--- config.mk ---
export PLATFORM = sky130hd
export DESIGN_NAME = daa_control_status_registers
export DESIGN_NICKNAME = d
export VERILOG_FILES = /design/src/verilog/daa_regs_pkg.sv /design/src/verilog/daa_control_status_registers.sv
export SDC_FILE = /design/constraint.sdc
export NUM_CORES = 1
export LEC_CHECK = 0
export CAP_MARGIN = 10
export CELL_PAD_IN_SITES_DETAIL_PLACEMENT = 1
export CELL_PAD_IN_SITES_GLOBAL_PLACEMENT = 1
export CORE_MARGIN = 3
export CORE_UTILIZATION = 53
export DETAILED_ROUTE_END_ITERATION = 8
export DONT_BUFFER_PORTS = 1
export PLACE_DENSITY_LB_ADDON = 0.1
export SETUP_SLACK_MARGIN = 0.4
export SYNTH_ARGS = -nofsm -noshare
export SYNTH_HDL_FRONTEND = slang
export SYNTH_SLANG_ARGS = --single-unit
--- constraint.sdc ---
create_clock -name MCLK -period 4.9 [get_ports MCLK]
set_input_delay 1.225 -clock MCLK [delete_from_list [all_inputs] [get_ports MCLK]]
set_output_delay 1.225 -clock MCLK [all_outputs]
set_load 0.005 [all_outputs]
--- src/verilog/daa_regs_pkg.sv ---
// Constants, register layout and carrier types for the DAA register bank.
// Assumes a single 50 MHz clock and an Avalon-MM master with 32-bit data.
// Behaviour
// - Writes never alter read-only fields.
// - Fields act as read/write, write-only, read-only.
// - 0x12 bits 6,5,2 write-only, reset 0.
// - Over-current enable 0x15 bit 0, write-only.
// - Over-voltage enable 0x15 bit 1, write-only.
// - Under-voltage enable 0x15 bit 2, write-only.
// - Ring status enable 0x05 bit 0 resets 1.
// - Rate change request 0x0D bit 3 resets 0.
package daa_regs_pkg;

  // Register indices; byte address is four times the index
  localparam logic [5:0] IDX_SERIAL_CFG = 6'h01;
  localparam logic [5:0] IDX_HOST_MODE = 6'h02;
  localparam logic [5:0] IDX_GPIO_STATUS = 6'h03;
  localparam logic [5:0] IDX_GPIO_DIR_REV = 6'h04;
  localparam logic [5:0] IDX_EVENT_ENABLE = 6'h05;
  localparam logic [5:0] IDX_GPIO_POL = 6'h06;
  localparam logic [5:0] IDX_LOOPBACK = 6'h07;
  localparam logic [5:0] IDX_PRESCALE_SEQ = 6'h08;
  localparam logic [5:0] IDX_PRESCALE_DIV = 6'h09;
  localparam logic [5:0] IDX_PLL_GAIN = 6'h0A;
  localparam logic [5:0] IDX_FB_DIV = 6'h0B;
  localparam logic [5:0] IDX_FB_SEQ = 6'h0C;
  localparam logic [5:0] IDX_PLL_LOCK = 6'h0D;
  localparam logic [5:0] IDX_VCO_FORCE = 6'h0E;
  localparam logic [5:0] IDX_POWER = 6'h0F;
  localparam logic [5:0] IDX_CALL_MON = 6'h10;
  localparam logic [5:0] IDX_LINE_HOOK = 6'h12;
  localparam logic [5:0] IDX_DC_SHAPE = 6'h13;
  localparam logic [5:0] IDX_SIG_GAIN = 6'h14;
  localparam logic [5:0] IDX_FAULT_EN = 6'h15;
  localparam logic [5:0] IDX_CODEC = 6'h16;
  localparam logic [5:0] IDX_AC_IMP = 6'h17;
  localparam logic [5:0] IDX_LS_TEST = 6'h18;
  localparam logic [5:0] IDX_IDLE_POLL = 6'h19;
  localparam logic [5:0] IDX_RING = 6'h1A;
  localparam logic [5:0] IDX_LINE_V = 6'h1B;
  localparam logic [5:0] IDX_LOOP_I = 6'h1C;
  localparam logic [5:0] IDX_LS_REV = 6'h1D;
  localparam logic [5:0] IDX_FAULT_STAT = 6'h1E;
  localparam logic [5:0] IDX_POLARITY = 6'h1F;
  localparam logic [5:0] IDX_IRQ_STATUS = 6'h20;
  localparam logic [5:0] IDX_IRQ_MASK = 6'h21;
  localparam logic [5:0] IDX_LS_FIRST = 6'h12;

  // Field positions
  localparam int RING_STATUS_EN_BIT = 0;
  localparam int SYNC_EN_BIT = 1;
  localparam int DET_EN_BIT = 2;
  localparam int POL_EN_BIT = 3;
  localparam int RATE_CHANGE_BIT = 3;
  localparam int DC_TERM_BIT = 6;
  localparam int AC_TERM_BIT = 5;
  localparam int LOW_SIDE_BIT = 2;
  localparam int OC_EN_BIT = 0;
  localparam int OV_EN_BIT = 1;
  localparam int UV_EN_BIT = 2;

  // Interrupt event positions
  localparam int EV_RING = 0;
  localparam int EV_DET = 1;
  localparam int EV_SYNC = 2;
  localparam int EV_LOCK_LOSS = 3;
  localparam int EV_OVER_CURRENT = 4;
  localparam int EV_OVER_VOLTAGE = 5;
  localparam int EV_UNDER_VOLTAGE = 6;
  localparam int EV_POLARITY = 7;

  // Line-side write spacing
  localparam int CLK_MHZ = 50;
  localparam int LS_GAP_US = 300;
  localparam int LS_GAP_CYCLES = LS_GAP_US * CLK_MHZ;
  localparam logic [3:0] HOST_REV_DEFAULT = 4'h3; // Arbitrary value
  localparam logic [3:0] LINE_REV_DEFAULT = 4'hC; // Arbitrary value

  // Reset value of the stored part of each register
  function automatic logic [7:0] reset_value(input logic [5:0] idx);
    unique case (idx)
      IDX_GPIO_STATUS: reset_value = 8'hF0;
      IDX_GPIO_DIR_REV: reset_value = 8'hF0;
      IDX_EVENT_ENABLE: reset_value = 8'h0B;
      IDX_PRESCALE_SEQ: reset_value = 8'hDA;
      IDX_PRESCALE_DIV: reset_value = 8'hEF;
      IDX_PLL_GAIN: reset_value = 8'h31;
      IDX_FB_DIV: reset_value = 8'h2A;
      IDX_FB_SEQ: reset_value = 8'h06;
      IDX_PLL_LOCK: reset_value = 8'h42;
      IDX_POWER: reset_value = 8'h2C;
      IDX_CODEC: reset_value = 8'h01;
      IDX_LS_TEST: reset_value = 8'h01;
      default: reset_value = 8'h00;
    endcase
  endfunction

  // Bits that software may write but never reads back
  function automatic logic [7:0] wo_mask(input logic [5:0] idx);
    unique case (idx)
      IDX_LINE_HOOK: wo_mask = 8'hFF;
      IDX_DC_SHAPE: wo_mask = 8'hFF;
      IDX_SIG_GAIN: wo_mask = 8'h60;
      IDX_FAULT_EN: wo_mask = 8'h47;
      default: wo_mask = 8'h00;
    endcase
  endfunction

  // Bits that the device itself drives
  function automatic logic [7:0] ro_mask(input logic [5:0] idx);
    unique case (idx)
      IDX_GPIO_STATUS: ro_mask = 8'h0F;
      IDX_GPIO_DIR_REV: ro_mask = 8'h0F;
      IDX_PLL_LOCK: ro_mask = 8'hC0;
      IDX_IDLE_POLL: ro_mask = 8'h40;
      IDX_RING, IDX_LINE_V, IDX_LOOP_I: ro_mask = 8'hFF;
      IDX_LS_REV, IDX_FAULT_STAT, IDX_POLARITY: ro_mask = 8'hFF;
      default: ro_mask = 8'h00;
    endcase
  endfunction

  // Avalon-MM request from the master
  typedef struct packed {
    logic read;
    logic write;
    logic [7:0] address;
    logic [31:0] writedata;
    logic [3:0] byteenable;
  } avs_req_t;

  // Device-driven status that feeds read-only fields
  typedef struct packed {
    logic ring_monitor;
    logic line_detect;
    logic barrier_sync;
    logic ring_detect;
    logic pll_locked;
    logic line_side_sleep_host;
    logic poll_match;
    logic [7:0] ring_sample;
    logic [7:0] line_voltage;
    logic [7:0] loop_current;
    logic [4:0] line_fault;
    logic [7:0] polarity_value;
  } line_status_t;

  // Decoded line controls
  typedef struct packed {
    logic dc_termination_enable;
    logic ac_termination_enable;
    logic low_side_feature_enable;
    logic over_current_detect_enable;
    logic over_voltage_detect_enable;
    logic under_voltage_detect_enable;
    logic ring_status_enable;
    logic sample_rate_change_request;
  } line_ctrl_t;

  // Whole state of the register bank
  typedef struct packed {
    logic [31:0][7:0] regs;
    logic [7:0] irq_status;
    logic [7:0] irq_mask;
    logic [7:0] ev_prev;
    logic ack;
    logic [31:0] readdata;
    logic [15:0] gap_cnt;
  } bank_state_t;

endpackage

--- src/verilog/daa_control_status_registers.sv ---
// Register bank of the data access arrangement, host and line-side maps.
// Assumes an Avalon-MM master on MCLK and status inputs synchronous to it.
//
// The implementer's own choice: register access over Avalon-MM.
`timescale 1ns/1ns
module daa_control_status_registers #(
  parameter int LS_GAP = daa_regs_pkg::LS_GAP_CYCLES,
  parameter logic [3:0] HOST_REV = daa_regs_pkg::HOST_REV_DEFAULT,
  parameter logic [3:0] LINE_REV = daa_regs_pkg::LINE_REV_DEFAULT
) (
  // Clock and reset
  input wire logic MCLK,
  input wire logic RST_N,
  // Avalon-MM slave
  input wire daa_regs_pkg::avs_req_t AVS_REQ,
  output logic [31:0] AVS_READDATA,
  output logic AVS_WAITREQUEST,
  // Device status
  input wire daa_regs_pkg::line_status_t STATUS,
  // Register contents and decoded controls
  output logic [31:0][7:0] CTRL_REGS,
  output daa_regs_pkg::line_ctrl_t LINE_CTRL,
  // Interrupt
  output logic IRQ
);
  import daa_regs_pkg::*;

  bank_state_t s_q;
  bank_state_t s_d;
  logic [5:0] idx;
  logic aligned;
  logic mapped;
  logic is_bank;
  logic line_side;
  logic req;
  logic gap_stall;
  logic [7:0] wr_byte;
  logic [7:0] ro_val;
  logic [7:0] rd_byte;
  logic [7:0] ev_raw;
  logic [7:0] ev_en;
  logic [7:0] ev_fire;
  logic [7:0] w1c;
  logic [15:0] gap_load;

  // Address decode: word index, lane 0 only
  assign idx = AVS_REQ.address[7:2];
  assign aligned = AVS_REQ.address[1:0] == 2'h0;
  assign is_bank = (idx >= IDX_SERIAL_CFG && idx <= IDX_CALL_MON) ||
                   (idx >= IDX_LINE_HOOK && idx <= IDX_POLARITY);
  assign mapped = aligned && (is_bank || idx == IDX_IRQ_STATUS || idx == IDX_IRQ_MASK);
  assign line_side = idx >= IDX_LS_FIRST && idx <= IDX_POLARITY;
  assign req = AVS_REQ.read || AVS_REQ.write;
  assign wr_byte = AVS_REQ.writedata[7:0];
  assign gap_load = 16'(LS_GAP - 1);

  // Line-side writes wait until the spacing from the last one has run out
  assign gap_stall = AVS_REQ.write && mapped && line_side && s_q.gap_cnt != 16'h0000;

  // Read-only values driven by the device, per index
  always_comb
  begin
    unique case (idx)
      IDX_GPIO_STATUS:
        ro_val = {4'h0, STATUS.ring_monitor, STATUS.line_detect,
                  STATUS.barrier_sync, STATUS.ring_detect};
      IDX_GPIO_DIR_REV: ro_val = {4'h0, HOST_REV};
      IDX_PLL_LOCK: ro_val = {STATUS.pll_locked, STATUS.line_side_sleep_host, 6'h00};
      IDX_IDLE_POLL: ro_val = {1'b0, STATUS.poll_match, 6'h00};
      IDX_RING: ro_val = STATUS.ring_sample;
      IDX_LINE_V: ro_val = {STATUS.line_voltage[7:1], 1'b0};
      IDX_LOOP_I: ro_val = {STATUS.loop_current[7:1], 1'b0};
      IDX_LS_REV: ro_val = {LINE_REV, 4'h0};
      IDX_FAULT_STAT: ro_val = {STATUS.line_fault, 3'h0};
      IDX_POLARITY: ro_val = STATUS.polarity_value;
      default: ro_val = 8'h00;
    endcase
  end

  // Read value: stored bits, device bits; write-only bits show zero
  always_comb
  begin
    rd_byte = 8'h00;
    if (mapped)
    begin
      if (idx == IDX_IRQ_STATUS)
        rd_byte = s_q.irq_status;
      else if (idx == IDX_IRQ_MASK)
        rd_byte = s_q.irq_mask;
      else
        rd_byte = (s_q.regs[idx[4:0]] & ~wo_mask(idx) & ~ro_mask(idx)) |
                  (ro_val & ro_mask(idx));
    end
  end

  // Event sources: rising edges of line status, falling lock, polarity flip
  assign ev_raw[EV_RING] = STATUS.ring_detect;
  assign ev_raw[EV_DET] = STATUS.line_detect;
  assign ev_raw[EV_SYNC] = STATUS.barrier_sync;
  assign ev_raw[EV_LOCK_LOSS] = ~STATUS.pll_locked;
  assign ev_raw[EV_OVER_CURRENT] = STATUS.line_fault[1];
  assign ev_raw[EV_OVER_VOLTAGE] = STATUS.line_fault[2];
  assign ev_raw[EV_UNDER_VOLTAGE] = STATUS.line_fault[3];
  assign ev_raw[EV_POLARITY] = STATUS.polarity_value[7];

  // Enables taken from the stored control bits, write-only ones included; lock loss is always enabled
  assign ev_en[EV_RING] = s_q.regs[IDX_EVENT_ENABLE[4:0]][RING_STATUS_EN_BIT];
  assign ev_en[EV_DET] = s_q.regs[IDX_EVENT_ENABLE[4:0]][DET_EN_BIT];
  assign ev_en[EV_SYNC] = s_q.regs[IDX_EVENT_ENABLE[4:0]][SYNC_EN_BIT];
  assign ev_en[EV_LOCK_LOSS] = 1'b1;
  assign ev_en[EV_OVER_CURRENT] = s_q.regs[IDX_FAULT_EN[4:0]][OC_EN_BIT];
  assign ev_en[EV_OVER_VOLTAGE] = s_q.regs[IDX_FAULT_EN[4:0]][OV_EN_BIT];
  assign ev_en[EV_UNDER_VOLTAGE] = s_q.regs[IDX_FAULT_EN[4:0]][UV_EN_BIT];
  assign ev_en[EV_POLARITY] = s_q.regs[IDX_EVENT_ENABLE[4:0]][POL_EN_BIT];

  // Edge detection per event; polarity fires on either edge
  genvar g;
  generate
    for (g = 0; g < 8; g++)
    begin : g_event
      if (g == EV_POLARITY)
      begin : g_both
        assign ev_fire[g] = ev_en[g] && (ev_raw[g] != s_q.ev_prev[g]);
      end
      else
      begin : g_rise
        assign ev_fire[g] = ev_en[g] && ev_raw[g] && !s_q.ev_prev[g];
      end
    end
  endgenerate

  // Write-one-to-clear, only on the accepting edge
  assign w1c = (s_q.ack && AVS_REQ.write && mapped && idx == IDX_IRQ_STATUS &&
                AVS_REQ.byteenable[0]) ? wr_byte : 8'h00;

  // Reset image built as a constant, so the reset branch loads no logic
  function automatic bank_state_t reset_image();
    bank_state_t r;
    r = '0;
    for (int i = 0; i < 32; i++)
      r.regs[i] = reset_value(6'(i));
    return r;
  endfunction
  localparam bank_state_t S_RST = reset_image();

  // Next state
  always_comb
  begin
    s_d = s_q;
    s_d.ev_prev = ev_raw;
    // Set wins over a clear in the same cycle
    s_d.irq_status = (s_q.irq_status & ~w1c) | ev_fire;
    // Answer one cycle after the request appears, unless spacing holds it
    s_d.ack = req && !s_q.ack && !gap_stall;
    if (req && !s_q.ack && !gap_stall)
      s_d.readdata = {24'h000000, AVS_REQ.read ? rd_byte : 8'h00};
    if (s_q.gap_cnt != 16'h0000)
      s_d.gap_cnt = s_q.gap_cnt - 16'h0001;
    // Accepting edge: waitrequest is low in this cycle
    if (s_q.ack && AVS_REQ.write && mapped && AVS_REQ.byteenable[0])
    begin
      if (idx == IDX_IRQ_MASK)
        s_d.irq_mask = wr_byte;
      else if (is_bank)
        s_d.regs[idx[4:0]] = (s_q.regs[idx[4:0]] & ro_mask(idx)) |
                             (wr_byte & ~ro_mask(idx));
      if (line_side)
        s_d.gap_cnt = gap_load;
    end
  end

  // State register
  always_ff @(posedge MCLK or negedge RST_N)
  begin
    if (!RST_N)
      s_q <= S_RST;
    else
      s_q <= s_d;
  end

  // Bus answer
  assign AVS_WAITREQUEST = req && !s_q.ack;
  assign AVS_READDATA = s_q.readdata;

  // Controls straight from the stored bits; reads of the 0x12 and 0x15 ones show zero
  assign CTRL_REGS = s_q.regs;
  assign LINE_CTRL.dc_termination_enable = s_q.regs[IDX_LINE_HOOK[4:0]][DC_TERM_BIT];
  assign LINE_CTRL.ac_termination_enable = s_q.regs[IDX_LINE_HOOK[4:0]][AC_TERM_BIT];
  assign LINE_CTRL.low_side_feature_enable = s_q.regs[IDX_LINE_HOOK[4:0]][LOW_SIDE_BIT];
  assign LINE_CTRL.over_current_detect_enable = s_q.regs[IDX_FAULT_EN[4:0]][OC_EN_BIT];
  assign LINE_CTRL.over_voltage_detect_enable = s_q.regs[IDX_FAULT_EN[4:0]][OV_EN_BIT];
  assign LINE_CTRL.under_voltage_detect_enable = s_q.regs[IDX_FAULT_EN[4:0]][UV_EN_BIT];
  assign LINE_CTRL.ring_status_enable =
    s_q.regs[IDX_EVENT_ENABLE[4:0]][RING_STATUS_EN_BIT];
  assign LINE_CTRL.sample_rate_change_request =
    s_q.regs[IDX_PLL_LOCK[4:0]][RATE_CHANGE_BIT];

  // Level interrupt from flops only
  assign IRQ = |(s_q.irq_status & s_q.irq_mask);

endmodule // daa_control_status_registers

==> flow_metrics.tcl <==
set metrics [dict create \
    cts_resized 0 \
    wl_met2_um 24360 \
    wl_um 50090 \
    hold_class "reg2reg" \
    cap_violations 0 \
    dieArea_um2 32850 \
    postCtsHoldBufs 0 \
    crit_buf_inv 1 \
    status "complete, no violations" \
    grt-ovfl-total 0 \
    finalHoldViolations 0 \
    slew_viol_final 0 \
    ios 390 \
    diodes 0 \
    synth-seq-area-share_pct 47.18 \
    antenna_found_initial 0 \
    rsz0062_at_grt "no" \
    cts_setup_buffers 0 \
    grt_max_degree 306 \
    synth_area_leader_cell "dfrtp_1" \
    reg2reg_slack_ns 2.19 \
    cts_tree "done" \
    period_needed_ns 3.159 \
    drtAntennaViolNets 0 \
    port_buffers 0 \
    total_power_uw 5697 \
    synth_ff_type "dfrtp_1" \
    synth.avg_cell_area_um2 10.41 \
    max-slew-margin-rel_pct 28.04 \
    synth_edf_count 0 \
    core_um2 29950 \
    die_y_um 181.3 \
    clock_latency_ns 0.53 \
    clockRootBuffer "clkbuf_16" \
    tightestPinTransition_ns 1.071 \
    reg2reg_depth 6 \
    wire_per_inst_um 31.07 \
    syn_area_um2 16280 \
    gp_congestion 0.8928 \
    hold_start "CTRL_REGS[110]" \
    dpl.cell_count 1549 \
    area_growth_syn_to_layout_pct -5.627 \
    clock_skew_ns 0.01982 \
    met1_length_um 20270 \
    die-width_um 181.3 \
    max_stage_delay_ns 0.57 \
    worstPathRequired_ns 3.67 \
    start_kind "input port" \
    nNetsFinal 1290 \
    drtPass1Iterations 5 \
    holdPathStages 0 \
    fmax_mhz 316.6 \
    synth_area_leaders "dfrtp_1 41%, buf_4 14%, dfstp_2 6.1%" \
    end_kind "output port" \
    path_delay_family "compound AO/OA/AOI/OAI gates" \
    cts_max_path_buffers 3 \
    ys_types 64 \
    vias_per_cell 6.251 \
    maxUsedRoutingLayer "met4" \
    synth-seq-cells 305 \
    tns_ns 0 \
    drcViolationCount 0 \
    synth_top_area_share_pct 41.05 \
    finalSetupViolations 0 \
    whs_ns 0.3819 \
    grt_pass1_vias 10653 \
    htreeDepth 2 \
    start_util_pct 54.34 \
    drive_above_1_share_pct 21.11 \
    synth_cells 1563 \
    worstPathCellList "o21bai_1 -> inv_1" \
    met3_length_um 4443 \
    cts.reportedPaths.clkPinSlew_ns 0.06 \
    r2r_end "AVS_READDATA[3]" \
    async_reset_ff_share_pct 100.0 \
    drt_iter0_markers 749 \
    r2r-start "s_q[10]" \
    max-vdd-ir-drop_mv 0.2827 \
    crit_fanout 7 \
    dp_hpwl_um 34270 \
    min_to "CTRL_REGS[110]" \
    synth-warning-count 0 \
    cp.arrival_ns 1.93 \
    placementRows 63 \
    track_usage_pct 29.94 \
    critPathKind "in2out" \
    final_cells 1612 \
    cp_slowest_cell "o21bai_1" \
    clock_sinks 305 \
    cts_buffers 35 \
    fin_crit_sh_pct 64.46 \
    grt_pass1_wl_um 74190 \
    p_leak_uw 0.006841 \
    vias 10076 \
    power_density_nw_per_um2 370.9 \
]
## cell usage in the layout (no fill, tap or decap), types with 16 or more instances in the layout
master,netlist,layout
dfstp_2,38,38
mux2_2,85,85
nor3_1,16,16
buf_4,300,21
dfrtp_1,267,267
o21ai_0,73,73
mux4_2,43,43
nor2_1,106,106
mux2i_1,55,55
nand2_1,159,159
conb_1,1,24
clkbuf_16,0,36
a21oi_1,61,59
nand3_1,20,20
## per-layer routing
layer  up-vias  track usage (%)
li1       4270                -
met1      5331            38.45
met2       415            50.06
met3        60            9.543
met4         0            6.612
met5         -                0
## metrics by stage
step / cell area, µm² / util (%) / setup WS (ns)
after global placement: 14180 / 47.36 / 1.306
final: 15360 / 51.29 / 1.741
after floorplan: 16360 / - / 1.552
after CTS: 15360 / 51.29 / 1.784
after detailed placement: 14180 / 47.36 / 1.273
after global routing: 15360 / 51.29 / 1.660
## area by class of cell
type	count	area [µm²]
tap	390	488.0
timing repair buffer	21	157.7
clock buffer	55	1072
sequential	305	7680
inverter	11	41.29
clock inverter	8	105.1
fill	3145	14590
multi-input combinational	822	5818
## kinds of logic after synthesis
logic type / synth area share [%]
xor gates and xnor gates: 0.6995
DFF: 47.18
and+or+nand+nor: 9.962
other: 0.02304
adders and majority gates: 0.1537
muxes: 15.21
AOI/OAI and AO/OA: 9.078
buffers and inverters: 17.69
## state kept, by name, indices dropped and copies added (netlist names)
name          cells
CTRL_REGS       256
s_q              41
AVS_READDATA      8
## cell usage after synthesis (4+ instances only)
library cell / n
o221ai_1: 14
o22ai_1: 11
a22oi_1: 14
inv_1: 11
dfrtp_1: 267
a32oi_1: 8
or3b_2: 4
o21a_1: 7
a31oi_1: 6
a2111oi_0: 4
buf_4: 300
xnor2_1: 6
a21oi_1: 61
dfstp_2: 38
clkbuf_1: 114
nand3_1: 20
nand3b_1: 4
nand2b_1: 9
xor2_1: 7
mux2_2: 85
buf_1: 9
and2_1: 5
nand4_1: 4
buf_2: 25
o2bb2ai_1: 7
o21ai_1: 6
nor3_1: 16
and3_1: 5
nor2b_1: 12
mux4_2: 43
o21ai_0: 73
nand2_1: 159
nor2_1: 106
mux2i_1: 55
## worst max path at each step
stage                 from         endpoint  depth (start not counted)  slack [ns]
2_1_floorplan  AVS_REQ[38]   CTRL_REGS[130]                          9        1.55
4_1_cts        AVS_REQ[44]  AVS_WAITREQUEST                          2        1.78
5_1_grt        AVS_REQ[40]  AVS_READDATA[7]                          7        1.66
3_3_place_gp   AVS_REQ[37]          s_q[62]                          6        1.31
6_report       AVS_REQ[44]  AVS_WAITREQUEST                          2        1.74
3_5_place_dp   AVS_REQ[37]   CTRL_REGS[107]                          5        1.27
## report_power, final
group | total (µW) | internal, µW | switching [µW]
combinational | 328 | 145 | 183
clock | 2680 | 1610 | 1070
sequential | 2690 | 2600 | 85.4
No activity file was read; power rests on OpenSTA's default activity.
